**src/lut_datapath_map.vh**
```
// Register offsets, field positions and reset values of the table datapath
`ifndef LUT_DATAPATH_MAP_VH
`define LUT_DATAPATH_MAP_VH

// ----------------------------------------------------------------------------
// Register byte offsets
// ----------------------------------------------------------------------------
`define OFS_CONFIG        8'h00
`define OFS_UPPER_TABLE   8'h04
`define OFS_LOWER_TABLE   8'h08
`define OFS_STATUS        8'h0c

// ----------------------------------------------------------------------------
// Configuration fields
// ----------------------------------------------------------------------------
`define CFG_UPPER_MEM     0
`define CFG_LOWER_MEM     1
`define CFG_RIPPLE        2
`define CFG_SUB_LO        3
`define CFG_SUB_HI        4
`define CFG_COMB_LO       5
`define CFG_COMB_HI       6
`define CFG_FAST_EN       7
`define CFG_FAST_INV      8
`define CFG_CIN_LO        9
`define CFG_CIN_HI        10
`define CFG_RIPPLE_CARRY_OUT_ROUTE    11
`define CFG_RIPPLE_CARRY_OUT_PIN      12
`define CFG_GATE_SEL      13
`define CFG_WIDTH         14

// ----------------------------------------------------------------------------
// Field encodings
// ----------------------------------------------------------------------------
`define SUB_ADDSUB        2'h0
`define SUB_COUNTER       2'h1
`define SUB_MULT          2'h2
`define SUB_COMPARE       2'h3
`define COMB_OFF          2'h0
`define COMB_MUX          2'h1
`define COMB_XOR          2'h2
`define CIN_ROUTING       2'h0
`define CIN_B4            2'h1
`define CIN_ONE           2'h2
`define CIN_ZERO          2'h3

// ----------------------------------------------------------------------------
// Reset values
// ----------------------------------------------------------------------------
`define CONFIG_RESET      14'h0000
`define TABLE_RESET       32'h00000000

`endif

```
**src/half_table.v**
```verilog
// One 32-bit half table: configuration load, 16x2 memory write, combinational reads
`timescale 1ns/1ps
`include "lut_datapath_map.vh"
module half_table (
    // Clock and reset
    input  wire        ref_clk,
    input  wire        rstn,
    // Configuration load from the register bus
    input  wire        loadEn,
    input  wire [31:0] loadData,
    // Memory write port
    input  wire        memWe,
    input  wire [3:0]  memAddr,
    input  wire [1:0]  memData,
    // Five-input logic read
    input  wire [4:0]  logicAddr,
    // Results
    output wire [31:0] contents,
    output wire        logicBit,
    output wire [1:0]  memBits
);

    reg [31:0] cells_r;
    reg [31:0] cells_nxt;

    // Bus load wins over a memory write in the same cycle
    always @* begin
        cells_nxt = cells_r;
        if (loadEn) begin
            cells_nxt = loadData;
        end else if (memWe) begin
            cells_nxt[{1'b0, memAddr}] = memData[0];
            cells_nxt[{1'b1, memAddr}] = memData[1];
        end
    end

    always @(posedge ref_clk or negedge rstn) begin
        if (!rstn) begin
            cells_r <= `TABLE_RESET;
        end else begin
            cells_r <= cells_nxt;
        end
    end

    assign logicBit = cells_r[logicAddr];
    assign memBits  = {cells_r[{1'b1, memAddr}], cells_r[{1'b0, memAddr}]};
    assign contents = cells_r;

endmodule // half_table

```
**src/ripple_slice.v**
```verilog
// One quarter-table ripple bit: propagate/generate result and ripple out
`timescale 1ns/1ps
module ripple_slice (
    // Operands
    input  wire opA,
    input  wire opB,
    input  wire rippleIn,
    // Comparator behaviour
    input  wire compare,
    // Results
    output wire resultBit,
    output wire rippleOut
);

    wire propagate;
    wire generate_;

    assign propagate = opA ^ opB;
    assign generate_ = opA & opB;
    assign resultBit = compare ? propagate : (propagate ^ rippleIn);
    assign rippleOut = compare ? (rippleIn | propagate)
                               : (generate_ | (propagate & rippleIn));

endmodule // ripple_slice

```
**src/lut_datapath.v**
```verilog
// Table datapath of one programmable_function_unit with APB configuration
//
// Added by the designer: the APB register port and the register addresses.
`timescale 1ns/1ps
`include "lut_datapath_map.vh"

// Operation
// - Mux combine: upper result when side input high, else lower result.
// - Xor combine: upper xor lower xor side input.
// - Nand result: nand of upper, lower and side input.
// - Mux and xor share the combine output; nand available only in mux or xor mode.
// - Combining only with both halves five-input; half results stay visible.
// - Six-input function: same five inputs on both sides, sixth on side input.
// - Ripple chains quarter to quarter; bottom carry from selectable source.
// - Operands on low a/b inputs; top ripple to carry out and/or output 4.
// - Add/sub slices make propagate-or-generate carry and sum; a4 picks subtract.
// - Counter: low a-inputs plus or minus one; a4 picks direction.
// - Multiplier: partial product plus carry plus multiplicand when a4 set.
// - Comparator forces carry in 0; carry out 1 when operands differ.
// - Each half is an independent 16x2 memory or five-input function.
// - 16x4 memory: address low inputs, write data port, a4/b4 enables.
// - Upper writes need a4 and gate; lower writes need b4 and gate.
// - One common write gate for both halves in memory mode.
// - Two 32-bit halves; quarters 0..3 drive results 0..3.
// - Ripple mode excludes logic and memory use of both halves.
// - Side input disabled by default, polarity programmable.
module lut_datapath (
    // Clock and reset
    input  wire        ref_clk,
    input  wire        rstn,
    // APB slave
    input  wire        psel,
    input  wire        penable,
    input  wire        pwrite,
    input  wire [7:0]  paddr,
    input  wire [31:0] pwdata,
    output wire        pready,
    output wire        pslverr,
    output wire [31:0] prdata,
    // Fabric inputs
    input  wire [4:0]  aIn,
    input  wire [4:0]  bIn,
    input  wire [3:0]  writeDataInputs,
    input  wire        fastSideInput,
    input  wire        rippleCarryIn,
    // Fabric outputs
    output wire [3:0]  tableOut,
    output wire        output4,
    output wire        rippleCarryOut
);

    // ------------------------------------------------------------------------
    // Register bus
    // ------------------------------------------------------------------------
    reg  [`CFG_WIDTH-1:0] config_r;
    reg  [31:0]           rdata_r;
    wire                  setup;
    wire                  access;
    wire                  hitConfig;
    wire                  hitUpper;
    wire                  hitLower;
    wire                  hitStatus;
    wire                  mapped;
    wire                  wrAccess;
    wire [31:0]           upperContents;
    wire [31:0]           lowerContents;
    wire [31:0]           statusWord;
    reg  [31:0]           readWord;

    assign setup     = psel & ~penable;
    assign access    = psel & penable;
    assign hitConfig = (paddr == `OFS_CONFIG);
    assign hitUpper  = (paddr == `OFS_UPPER_TABLE);
    assign hitLower  = (paddr == `OFS_LOWER_TABLE);
    assign hitStatus = (paddr == `OFS_STATUS);
    assign mapped    = hitConfig | hitUpper | hitLower | hitStatus;
    assign wrAccess  = access & pwrite & mapped;

    // Zero-wait slave; an unmapped address answers with an error
    assign pready  = 1'b1;
    assign pslverr = access & ~mapped;
    assign prdata  = rdata_r;

    always @(posedge ref_clk or negedge rstn) begin
        if (!rstn) begin
            config_r <= `CONFIG_RESET;
        end else if (wrAccess & hitConfig) begin
            config_r <= pwdata[`CFG_WIDTH-1:0];
        end
    end

    // Read mux; unmapped offsets read zero
    always @* begin
        readWord = 32'h00000000;
        case (paddr)
            `OFS_CONFIG: begin
                readWord = {{(32-`CFG_WIDTH){1'b0}}, config_r};
            end
            `OFS_UPPER_TABLE: begin
                readWord = upperContents;
            end
            `OFS_LOWER_TABLE: begin
                readWord = lowerContents;
            end
            `OFS_STATUS: begin
                readWord = statusWord;
            end
            default: begin
                readWord = 32'h00000000;
            end
        endcase
    end

    // Read data is captured in the setup cycle so it comes from a flip-flop;
    // the access edge then finds it settled, so no wait state is needed
    always @(posedge ref_clk or negedge rstn) begin
        if (!rstn) begin
            rdata_r <= 32'h00000000;
        end else if (setup & ~pwrite) begin
            rdata_r <= readWord;
        end
    end

    // ------------------------------------------------------------------------
    // Mode decode
    // ------------------------------------------------------------------------
    wire       rippleMode;
    wire       upperMem;
    wire       lowerMem;
    wire [1:0] subMode;
    wire [1:0] combMode;
    wire [1:0] cinSel;
    wire       fiveBoth;
    wire       muxMode;
    wire       xorMode;
    wire       fastSide;
    wire       gate;

    assign rippleMode = config_r[`CFG_RIPPLE];
    // ripple excludes memory and logic use
    assign upperMem   = config_r[`CFG_UPPER_MEM] & ~rippleMode;
    assign lowerMem   = config_r[`CFG_LOWER_MEM] & ~rippleMode;
    assign subMode    = config_r[`CFG_SUB_HI:`CFG_SUB_LO];
    assign combMode   = config_r[`CFG_COMB_HI:`CFG_COMB_LO];
    assign cinSel     = config_r[`CFG_CIN_HI:`CFG_CIN_LO];

    assign fiveBoth = ~rippleMode & ~upperMem & ~lowerMem;
    // one of mux or xor, never both
    assign muxMode  = fiveBoth & (combMode == `COMB_MUX);
    assign xorMode  = fiveBoth & (combMode == `COMB_XOR);

    // disabled side input reads as zero; polarity programmable
    assign fastSide = config_r[`CFG_FAST_EN] & (fastSideInput ^ config_r[`CFG_FAST_INV]);

    // one gate shared by both halves
    assign gate = config_r[`CFG_GATE_SEL] ? rippleCarryIn : fastSide;

    // ------------------------------------------------------------------------
    // Half tables
    // ------------------------------------------------------------------------
    wire       upperLogic;
    wire       lowerLogic;
    wire [1:0] upperMemBits;
    wire [1:0] lowerMemBits;
    wire       upperWe;
    wire       lowerWe;

    // write only when enable and gate agree
    assign upperWe = upperMem & aIn[4] & gate;
    assign lowerWe = lowerMem & bIn[4] & gate;

    // A bus load of a half table beats a fabric write in the same cycle
    // upper half holds quarters 2 and 3
    // address, data and enables of the memory
    half_table upperHalfTable (
        .ref_clk   (ref_clk),
        .rstn      (rstn),
        .loadEn    (wrAccess & hitUpper),
        .loadData  (pwdata),
        .memWe     (upperWe),
        .memAddr   (aIn[3:0]),
        .memData   (writeDataInputs[3:2]),
        .logicAddr (aIn),
        .contents  (upperContents),
        .logicBit  (upperLogic),
        .memBits   (upperMemBits)
    );

    half_table lowerHalfTable (
        .ref_clk   (ref_clk),
        .rstn      (rstn),
        .loadEn    (wrAccess & hitLower),
        .loadData  (pwdata),
        .memWe     (lowerWe),
        .memAddr   (bIn[3:0]),
        .memData   (writeDataInputs[1:0]),
        .logicAddr (bIn),
        .contents  (lowerContents),
        .logicBit  (lowerLogic),
        .memBits   (lowerMemBits)
    );

    // ------------------------------------------------------------------------
    // Special combining gates
    // ------------------------------------------------------------------------
    reg  combineBit;
    wire nandBit;

    // Combining is forced off unless both halves hold five-input functions
    always @* begin
        combineBit = 1'b0;
        if (muxMode) begin
            // mux; six-input function uses this path
            combineBit = fastSide ? upperLogic : lowerLogic;
        end else if (xorMode) begin
            // xor of both halves and side input
            combineBit = upperLogic ^ lowerLogic ^ fastSide;
        end else begin
            combineBit = 1'b0;
        end
    end

    // Nand reads zero with combining off, so no stale gate output leaks
    // nand of the three, present in either mode
    assign nandBit = (muxMode | xorMode) & ~(upperLogic & lowerLogic & fastSide);

    // ------------------------------------------------------------------------
    // Ripple chain
    // ------------------------------------------------------------------------
    reg  [3:0] operandB;
    reg        chainIn;
    wire [4:0] ripple;
    wire [3:0] rippleSum;
    wire       compare;
    reg        cinPort;

    assign compare = (subMode == `SUB_COMPARE);

    always @* begin
        cinPort = rippleCarryIn;
        case (cinSel)
            `CIN_ROUTING: begin
                cinPort = rippleCarryIn;
            end
            `CIN_B4: begin
                cinPort = bIn[4];
            end
            `CIN_ONE: begin
                cinPort = 1'b1;
            end
            `CIN_ZERO: begin
                cinPort = 1'b0;
            end
            default: begin
                cinPort = rippleCarryIn;
            end
        endcase
    end

    // Counter forces its own carry, so the carry-in source is ignored there
    always @* begin
        operandB = bIn[3:0];
        chainIn  = cinPort;
        case (subMode)
            `SUB_ADDSUB: begin
                operandB = aIn[4] ? ~bIn[3:0] : bIn[3:0];
                chainIn  = cinPort;
            end
            `SUB_COUNTER: begin
                // plus one, or plus all ones for minus one
                operandB = {4{aIn[4]}};
                chainIn  = ~aIn[4];
            end
            `SUB_MULT: begin
                // multiplicand added only when a4 set
                operandB = aIn[4] ? bIn[3:0] : 4'h0;
                chainIn  = cinPort;
            end
            `SUB_COMPARE: begin
                operandB = bIn[3:0];
                chainIn  = 1'b0;
            end
            default: begin
                operandB = bIn[3:0];
                chainIn  = cinPort;
            end
        endcase
    end

    assign ripple[0] = chainIn;

    genvar q;
    generate
        for (q = 0; q < 4; q = q + 1) begin : gQuarter
            ripple_slice slice (
                .opA       (aIn[q]),
                .opB       (operandB[q]),
                .rippleIn  (ripple[q]),
                .compare   (compare),
                .resultBit (rippleSum[q]),
                .rippleOut (ripple[q+1])
            );
        end
    endgenerate

    // Gated by mode so logic and memory use leave the carry routing quiet
    // top ripple to carry routing and/or output 4
    assign rippleCarryOut = rippleMode & config_r[`CFG_RIPPLE_CARRY_OUT_ROUTE] & ripple[4];
    assign output4        = rippleMode & config_r[`CFG_RIPPLE_CARRY_OUT_PIN] & ripple[4];

    // ------------------------------------------------------------------------
    // Result selection
    // ------------------------------------------------------------------------
    reg  [3:0] result;
    wire [3:0] memWord;
    wire [3:0] logicWord;

    // Each half picks memory or logic alone: one may store while the other computes
    assign memWord   = {upperMemBits, lowerMemBits};
    assign logicWord = {upperLogic, nandBit, combineBit, lowerLogic};

    always @* begin
        if (rippleMode) begin
            result = rippleSum;
        end else begin
            // half results stay usable beside the gates
            result[3] = upperMem ? memWord[3] : logicWord[3];
            result[2] = upperMem ? memWord[2] : logicWord[2];
            result[1] = lowerMem ? memWord[1] : logicWord[1];
            result[0] = lowerMem ? memWord[0] : logicWord[0];
        end
    end

    // outputs follow the selected result (memory or logic word, or ripple sum in ripple mode) with no clock
    assign tableOut = result;

    assign statusWord = {25'h0000000, ripple[4], fastSide, gate, result};

endmodule // lut_datapath

```
**config.mk**
```make
export PLATFORM = sky130hd
export DESIGN_NAME = lut_datapath
export DESIGN_NICKNAME = d
export VERILOG_FILES = /design/src/half_table.v /design/src/ripple_slice.v /design/src/lut_datapath.v
export VERILOG_INCLUDE_DIRS = /design/src
export SDC_FILE = /design/constraint.sdc
export NUM_CORES = 1
export LEC_CHECK = 0
export BUFFER_PORTS_ARGS = -buffer_cell sky130_fd_sc_hd__clkbuf_2
export CAP_MARGIN = 20
export CORE_MARGIN = 5
export CORE_UTILIZATION = 45
export CTS_CLUSTER_SIZE = 10
export DETAILED_ROUTE_END_ITERATION = 8
export PLACE_DENSITY = 0.72
export SETUP_SLACK_MARGIN = 0.4
export SLEW_MARGIN = 20
export SYNTH_ARGS = -nofsm -noshare
export SYNTH_HDL_FRONTEND = slang
export SYNTH_HIERARCHICAL = 1
export SYNTH_SLANG_ARGS = --single-unit
export TNS_END_PERCENT = 20
```
**constraint.sdc**
```tcl
create_clock -name ref_clk -period 8.2 [get_ports ref_clk]
set_input_delay 1.64 -clock ref_clk [delete_from_list [all_inputs] [get_ports ref_clk]]
set_output_delay 1.64 -clock ref_clk [all_outputs]
set_load 0.02 [all_outputs]
```
==> results of run 1 <==
registers in the layout, indices dropped and copies added, names as in the netlist:
register,count
upperHalfTable/contents,32
config_r,14
prdata,32
lowerHalfTable/contents,32
per-layer routing:
metal	part of all wire [%]	global-route usage, %	vias up	wire length, um
met4	2.7	8.54	0	614
li1	-	-	2766	-
met3	8.0	5.00	38	1800
met1	44	34.7	2979	9850
met5	0	0	-	0
met2	46	37.0	319	10300
metrics by stage:
stage	worst slack (ns)	hold slack (ns)	utilization, %
6_report	0.883	0.477	51.3
5_1_grt	0.657	0.496	51.3
4_1_cts	0.947	0.483	51.3
3_5_place_dp	0.965	0.467	49.5
3_3_place_gp	1.05	0.459	49.5
2_1_floorplan	1.62	0.495	-
worst max-delay path, cell delays in order:
cell and delay [ns]:
clkbuf_2 0.37, ha_1 0.33, mux4_2 0.49, ha_1 0.32, inv_1 0.05, ha_1 0.16
mux2i_1 0.23, inv_1 0.08, ha_1 0.20, mux2i_1 0.25, inv_1 0.08, ha_1 0.19
mux2i_1 0.22, fa_1 0.45, mux2_4 0.27, nand2_1 0.06, o21ai_0 0.10, clkbuf_2 0.19
where the power goes:
group,total [mW],internal (mW),switching [mW]
sequential,0.561,0.549,0.0111
clock,0.431,0.232,0.199
combinational,0.154,0.0602,0.0938
total,1.15,0.842,0.304
final timing paths:
check                             from     endpoint  depth (start not counted)  slack [ns]
min reg2reg                 prdata[16]   prdata[16]                          2        0.48
max                             bIn[0]  tableOut[3]                         18        0.88
max in group asynchronous         rstn    prdata[1]                          2        5.66
max reg2reg                config_r[4]    prdata[3]                         17        3.61
min                         prdata[16]   prdata[16]                          2        0.48
min in group asynchronous         rstn   prdata[31]                          1        1.31
cell type report:
cell class | instances | area (um2)
fill | 1518 | 7730
clock buffer | 16 | 282
inverter | 15 | 56.3
tap | 216 | 270
multi-input combinational | 544 | 4250
timing repair buffer | 104 | 536
sequential | 110 | 2750
layout by cell type (no fill, tap or decap), drive strengths merged, types with 10 or more instances in the layout:
cell type and n:
nand2 117, clkbuf 114, mux2i 110, dfrtp 110
o21ai 82, nor2 29, mux4 28, a22oi 26
o31ai 19, mux2 17, inv 15, ha 13
a22o 12, nand2b 11, nand3 10
cell families after synthesis:
| kind of cell | synth area share, % |
|---|---|
| compound gates | 13.5 |
| xor+xnor | 0.360 |
| fa+ha+maj | 3.33 |
| buf+inv | 4.07 |
| flops | 37.8 |
| mux | 27.4 |
| other cells | 0.0514 |
| simple gates | 13.5 |
==> impl_metrics.json, run 1 <==
{
  "outcome": "finished clean",
  "cts.path.max_buffers": 2,
  "placed_area_mm2": 0.00787,
  "hpwlAfterDp_mm": 16.9,
  "synth-main-ff-cell": "dfrtp_1",
  "dp.cells": 989,
  "instances_no_fill": 1005,
  "holdBufCountCts": 0,
  "antennaDiodeCount": 0,
  "hold_violations": 0,
  "area_delta_synth_final_pct": 11.8,
  "die_w_um": 137,
  "setup_violations": 0,
  "crit_fanout": 18,
  "max_clock_freq_mhz": 137,
  "irDropWorstVdd_mv": 0.0969,
  "seq_area_frac_synth_pct": 37.8,
  "async_reset_ff_share_pct": 100,
  "critPathCaptureType": "output pin",
  "start_util_pct": 45.9,
  "firstDrtPassIters": 6,
  "placementRows": 46,
  "hold_path.class": "flip-flop to flip-flop",
  "worst_clock_skew_ns": 0.00451,
  "maxCapViolCount": 0,
  "core_mm2": 0.0159,
  "yosysUniqueCellTypes": 50,
  "yosysMostFrequentCell": "nand2_1",
  "avgRoutedWirePerCell_um": 22.4,
  "cp.arrival_ns": 5.68,
  "synth_top_area_share_pct": 37.8,
  "slew-limit-headroom_pct": 28.3,
  "power_per_cell_area_mw_per_mm2": 141,
  "final.setup.tns_ns": 0,
  "drc": 0,
  "yosys_warnings": 6,
  "htree_levels": 3,
  "final_area_mm2": 0.00815,
  "ys_top_cells_by_area": "dfrtp_1 38%, mux2i_1 15%, nand2_1 6.0%",
  "cts_resized": 0,
  "clock_sinks": 110,
  "io_pins": 101,
  "power.leakage_nw": 3.76,
  "period_needed_ns": 7.32,
  "report.final.slew_viol_count": 0,
  "syn_nets": 799,
  "drtAntennaViolNets": 0,
  "gp_congestion": 0.962,
  "worstSkewPairLatency_ns": 0.36,
  "grt_util_all_layers_pct": 24.4,
  "yosys.area.top_type": "dfrtp_1",
  "synthCells": 721,
  "syn_avg_cell_area_um2": 10.1,
  "grt_setup_unrepaired": "no",
  "start_kind": "input pin",
  "cts_setup_buffers": 0,
  "synth_edf_count": 0,
  "grt_overflow_total": 0,
  "nets": 862,
  "synth_commonest_cells": "116 x nand2_1, 110 x dfrtp_1, 110 x mux2i_1",
  "vias_per_cell": 6.07,
  "clk_pin_slew_ns": 0.07,
  "grt_pass1_wl_mm": 34.4,
  "crit_required_ns": 6.56,
  "tritoncts": "built",
  "antenna_found_initial": 0,
  "grt_pass1_vias": 5871,
  "dieArea_mm2": 0.0188,
  "die_h_um": 137,
  "drtIter0Drc": 802,
  "numPortBuffers": 99,
  "finalCritPeriodShare_pct": 89.2,
  "cts_root_buf": "clkbuf_16",
  "grt_max_degree": 65,
  "crit_type": "input pin to output pin",
  "ys_ff_latch": 110,
  "worstMarginPinSlew_ns": 1.07,
  "cts_made_buffers": 9,
  "finalPower_mw": 1.15,
  "drive_gt1_share_pct": 19.4,
  "synth_area_mm2": 0.00729,
  "routed_wl_mm": 22.6,
  "dr_total_vias": 6102
}
(Power assumes the default switching activity.)
==> inputs of run 2 (changes only) <==
--- a/config.mk
+++ b/config.mk
@@ -13,6 +13,7 @@
 export CTS_CLUSTER_SIZE = 10
 export DETAILED_ROUTE_END_ITERATION = 8
 export PLACE_DENSITY = 0.72
+export RECOVER_POWER = 50
 export SETUP_SLACK_MARGIN = 0.4
 export SLEW_MARGIN = 20
 export SYNTH_ARGS = -nofsm -noshare
==> impl_metrics.json, run 2 (same netlist as run 1, synthesis figures left out) <==
{
  "p_sw_mw": 0.304,
  "grt_util_all_layers_pct": 24.4,
  "grt_pass1_wl_mm": 34.4,
  "final.setup.tns_ns": 0,
  "nets": 862,
  "die_h_um": 137,
  "fin_util_pct": 51.0,
  "r2r_end": "prdata[3]",
  "crit_path_top_delay_cell": "mux4_2",
  "layout_commonest_cell": "nand2_1",
  "worst_clock_skew_ns": 0.00516,
  "maxCapViolCount": 2,
  "hold_path.class": "flip-flop to flip-flop",
  "max_clock_freq_mhz": 137,
  "power.leakage_nw": 3.65,
  "hold_violations": 0,
  "fillCellCount": 1533,
  "violations": "max-capacitance violations, max-slew violations",
  "period_needed_ns": 7.30,
  "firstDrtPassIters": 6,
  "antennaDiodeCount": 0,
  "routed_wl_mm": 22.6,
  "vias_per_cell": 6.20,
  "holdBufCountCts": 0,
  "die_w_um": 137,
  "p_sw_share_pct": 26.5,
  "grt_max_degree": 65,
  "path_delay_family": "adder cells",
  "grt_setup_unrepaired": "no",
  "placementRows": 46,
  "worstMarginPinSlew_ns": 3.31,
  "cp.arrival_ns": 5.66,
  "clock_sinks": 110,
  "worstSkewPairLatency_ns": 0.36,
  "start_kind": "input pin",
  "report.final.slew_viol_count": 113,
  "slew-limit-headroom_pct": -121,
  "tritoncts": "built",
  "area_delta_synth_final_pct": 11.1,
  "drc": 0,
  "crit_type": "input pin to output pin",
  "final_cell_mix": "116 x nand2_1, 110 x mux2i_1, 110 x dfrtp_1, 82 x o21ai_0, 66 x clkbuf_2",
  "worst_path_largest_cell_delay_ns": 0.50,
  "hpwlAfterDp_mm": 16.9,
  "dieArea_mm2": 0.0188,
  "finalCritPeriodShare_pct": 89.0,
  "power_per_cell_area_mw_per_mm2": 141,
  "grt_pass1_vias": 5871,
  "grt_overflow_total": 0,
  "r2r_slack_ns": 3.62,
  "cts.path.max_buffers": 2,
  "antenna_found_initial": 0,
  "hold_ws_ns": 0.476,
  "outcome": "finished, violations left",
  "cts_setup_buffers": 0,
  "cp_cell_sequence": "clkbuf_2 -> ha_1 -> mux4_2 -> ha_1 -> inv_1 -> ha_1 -> mux2i_1 -> inv_1 -> ha_1 -> mux2i_1 -> inv_1 -> ha_1 -> mux2i_1 -> fa_1 -> mux2_4 -> nand2_1 -> o21ai_0 -> clkbuf_2",
  "gp_congestion": 0.962,
  "numPortBuffers": 99,
  "core_mm2": 0.0159,
  "crit_required_ns": 6.56,
  "holdPathEnd": "prdata[20]",
  "cts_resized": 0,
  "cts_made_buffers": 9,
  "io_pins": 101,
  "timing.rr.start": "config_r[4]",
  "htree_levels": 3,
  "setup_violations": 0,
  "drive_gt1_share_pct": 15.1,
  "clkPwrFrac_pct": 37.7,
  "irDropWorstVdd_mv": 0.0962,
  "min_path_cells": 2,
  "cts_root_buf": "clkbuf_16",
  "clk_pin_slew_ns": 0.07,
  "crit_fanout": 18,
  "cp_num_buf_inv": 5,
  "ff2ff_path_depth": 17,
  "avgRoutedWirePerCell_um": 22.5,
  "p_int_mw": 0.842,
  "drtAntennaViolNets": 0,
  "crit_top_cell": "ha_1",
  "seqPwrFrac_pct": 48.9,
  "p_comb_share_pct": 13.4,
  "dr_total_vias": 6231,
  "drtIter0Drc": 766,
  "min_from": "prdata[20]",
  "finalPower_mw": 1.15,
  "critPathCaptureType": "output pin",
  "start_util_pct": 45.9
}
run 2: changes by cell type in the layout (fill, tap and decap cells not counted):
cell / change
clkbuf_1: +34
clkbuf_2: -32
buf_4: -2
run 2: routing by layer:
metal | vias to the layer above | GRT usage, % | part of all wire, %
li1 | 2775 | - | -
met1 | 3082 | 34.7 | 44
met2 | 321 | 37.0 | 46
met3 | 53 | 5.00 | 7.6
met4 | 0 | 8.54 | 2.9
met5 | - | 0 | 0
run 2: power by group through the flow:
stage                     combinational [mW]  clock, mW  sequential (mW)
after floorplan                       0.0935          0            0.565
after global routing                   0.168      0.457            0.561
after global placement                 0.150          0            0.570
final                                  0.153      0.431            0.561
after CTS                              0.153      0.439            0.560
after detailed placement               0.152          0            0.570
run 2: worst max-delay path by stage:
stage / slack (ns) / end / from / cells past startpoint
4_1_cts: 0.95 / tableOut[3] / bIn[0] / 18
6_report: 0.90 / tableOut[3] / bIn[0] / 18
3_3_place_gp: 1.05 / tableOut[3] / bIn[0] / 18
5_1_grt: 0.66 / tableOut[3] / bIn[0] / 18
3_5_place_dp: 0.97 / tableOut[3] / bIn[0] / 18
2_1_floorplan: 1.62 / tableOut[3] / aIn[4] / 16
run 2: final cells by class:
cell class              instances  area (um2)  share of cell area, %
multi-input cells             544        4250                   52.5
flip-flops and latches        110        2750                   34.0
repair buffers                104         488                   6.02
clock buffers                  16         282                   3.47
well taps                     216         270                   3.34
inverters                      15        56.3                  0.695
run 2: worst min-delay path: cells and delay by family, from the launching register on:
family | cells | cell delay [ns]
flops | 1 | 0.34
simple gates | 1 | 0.05
compound gates | 1 | 0.05
run 2: through the flow:
| stage | instances | setup slack, ns | instance area (um2) |
|---|---|---|---|
| finish | 1005 | 0.898 | 8100 |
| global route | 1005 | 0.657 | 8100 |
| CTS | 1005 | 0.947 | 8150 |
| detailed placement | 989 | 0.965 | 7870 |
| global placement | 989 | 1.05 | 7870 |
| floorplan | 721 | 1.62 | 7290 |
==> inputs of run 3 (changes only) <==
--- a/config.mk
+++ b/config.mk
@@ -18,6 +18,5 @@
 export SLEW_MARGIN = 20
 export SYNTH_ARGS = -nofsm -noshare
 export SYNTH_HDL_FRONTEND = slang
-export SYNTH_HIERARCHICAL = 1
 export SYNTH_SLANG_ARGS = --single-unit
 export TNS_END_PERCENT = 20
==> impl_metrics.json, run 3 <==
{
  "async_reset_ff_share_pct": 100,
  "synth_commonest_cells": "110 x dfrtp_1, 93 x nand2_1, 86 x mux2i_1",
  "top_layer": "met4",
  "synth_area_mm2": 0.00683,
  "avgRoutedWirePerCell_um": 21.8,
  "ff2ff_path_depth": 15,
  "synth-main-ff-cell": "dfrtp_1",
  "antenna_found_initial": 0,
  "violations": "max-capacitance violations, max-slew violations",
  "firstDrtPassIters": 6,
  "antennaDiodeCount": 0,
  "dr_total_vias": 5500,
  "yosysUniqueCellTypes": 58,
  "r2r_end": "prdata[3]",
  "power.leakage_nw": 3.62,
  "min_from": "prdata[19]",
  "crit_type": "input pin to output pin",
  "cts.path.max_buffers": 2,
  "routed_wl_mm": 20.2,
  "hpwlAfterDp_mm": 15.4,
  "start_kind": "input pin",
  "report.final.slew_viol_count": 113,
  "timing.rr.start": "config_r[4]",
  "nets": 814,
  "hold_path.class": "flip-flop to flip-flop",
  "drc": 0,
  "met3_length_mm": 1.54,
  "dieArea_mm2": 0.0178,
  "worst_clock_skew_ns": 0.00607,
  "finalCritPeriodShare_pct": 91.0,
  "crit_required_ns": 6.56,
  "cts_resized": 0,
  "ys_top_cells_by_area": "dfrtp_1 40%, mux2i_1 13%, mux4_2 5.3%",
  "area_delta_synth_final_pct": 9.96,
  "period_needed_ns": 7.46,
  "synth_edf_count": 0,
  "clk_pin_slew_ns": 0.07,
  "vias_per_cell": 5.93,
  "start_util_pct": 45.5,
  "min_path_cells": 2,
  "cts_root_buf": "clkbuf_16",
  "yosys_warnings": 0,
  "syn_avg_cell_area_um2": 10.2,
  "grt_setup_unrepaired": "no",
  "irDropWorstVdd_mv": 0.104,
  "grt_pass1_wl_mm": 31.8,
  "yosys.area.top_type": "dfrtp_1",
  "yosysMostFrequentCell": "dfrtp_1",
  "gp_congestion": 0.945,
  "placementRows": 45,
  "dp_slack_ns": 0.826,
  "grt_pass1_vias": 5366,
  "setup_violations": 0,
  "worstSetupStartpoint": "aIn[4]",
  "grt_max_degree": 65,
  "instances_no_fill": 927,
  "die_h_um": 133,
  "grt_util_all_layers_pct": 23.0,
  "seq_area_frac_synth_pct": 40.3,
  "critPathCaptureType": "output pin",
  "synthCells": 669,
  "slew-limit-headroom_pct": -125,
  "drtIter0Drc": 761,
  "cts_setup_buffers": 0,
  "worstSkewPairLatency_ns": 0.35,
  "power_per_cell_area_mw_per_mm2": 148,
  "core_mm2": 0.0150,
  "ys_ff_latch": 110,
  "io_pins": 101,
  "final_cell_mix": "110 x dfrtp_1, 93 x nand2_1, 86 x mux2i_1, 66 x clkbuf_2, 60 x nor2_1",
  "maxCapViolCount": 2,
  "crit_fanout": 11,
  "synth_top_area_share_pct": 40.3,
  "htree_levels": 3,
  "die_w_um": 133,
  "numPortBuffers": 99,
  "holdPathEnd": "prdata[19]",
  "tritoncts": "built",
  "routed-wl-met2_mm": 9.33,
  "hold_violations": 0,
  "holdBufCountCts": 0,
  "cp.arrival_ns": 5.82,
  "cts_made_buffers": 9,
  "outcome": "finished, violations left",
  "setup_slack_ns": 0.736,
  "dp.cells": 913,
  "worstMarginPinSlew_ns": 3.37,
  "clock_sinks": 110,
  "final.setup.tns_ns": 0,
  "syn_nets": 747,
  "grt_overflow_total": 0,
  "wl_met1_mm": 8.76,
  "finalPower_mw": 1.11,
  "r2r_slack_ns": 3.67,
  "max_clock_freq_mhz": 134,
  "drive_gt1_share_pct": 17.9,
  "drtAntennaViolNets": 0,
  "layout_commonest_cell": "dfrtp_1"
}
run 3: cell types whose count changed after synthesis, sizes merged, moves of 8 or more:
cell / change
a21oi: +37
nor2: +32
o31ai: -18
clkbuf: -20
buf: +12
mux2i: -24
nand2: -23
a22o: -8
o21ai: -15
nand2b: -9
run 3: metal layers:
metal | GRT usage [%] | up-vias
li1 | - | 2522
met5 | 0 | -
met3 | 3.21 | 36
met1 | 33.0 | 2659
met4 | 8.91 | 0
met2 | 35.6 | 283
run 3: final cells by class:
type / instances / area [um2]
clock buffer: 13 / 260
clock inverter: 1 / 30.0
fill: 1398 / 7520
inverter: 15 / 58.8
multi-input combinational: 499 / 3710
sequential: 110 / 2750
tap: 188 / 235
timing repair buffer: 101 / 465
run 3: where the power goes:
part	total [mW]	switching [mW]	internal, mW
clock network	0.442	0.191	0.251
logic	0.124	0.0822	0.0413
registers	0.546	0.00229	0.544
run 3: worst max path at each step:
stage,to,slack [ns]
4_1_cts,output4,0.80
5_1_grt,output4,0.54
3_5_place_dp,output4,0.83
3_3_place_gp,rippleCarryOut,0.87
2_1_floorplan,tableOut[3],1.50
6_report,output4,0.74
run 3: cell families (layout without fill, tap and decap cells):
logic type | count (synthesis) | after routing | synth area share [%]
buffers and inverters | 60 | 130 | 5.42
other | 1 | 1 | 0.0549
AOI/OAI and AO/OA | 149 | 149 | 13.0
muxes | 124 | 124 | 23.3
and+or+nand+nor | 205 | 205 | 14.0
adders and majority gates | 17 | 17 | 3.55
DFF | 110 | 110 | 40.3
xor gates and xnor gates | 3 | 3 | 0.385
run 3: through the flow:
stage | hold WS (ns) | cell area, um2 | util, %
finish | 0.473 | 7510 | 50.0
global route | 0.514 | 7510 | 50.0
CTS | 0.485 | 7560 | 50.3
detailed placement | 0.470 | 7270 | 48.4
global placement | 0.462 | 7270 | 48.4
floorplan | 0.495 | 6830 | -
run 3: worst max-delay path, stage by stage:
cell,delay (ns)
clkbuf_2,0.18
ha_1,0.33
mux4_2,0.49
ha_1,0.29
inv_1,0.05
ha_1,0.18
nor2_1,0.09
a21oi_1,0.09
fa_1,0.41
mux2_2,0.30
fa_1,0.36
mux2i_1,0.24
inv_1,0.08
ha_1,0.18
o21ai_0,0.49
and3_1,0.25
clkbuf_2,0.17
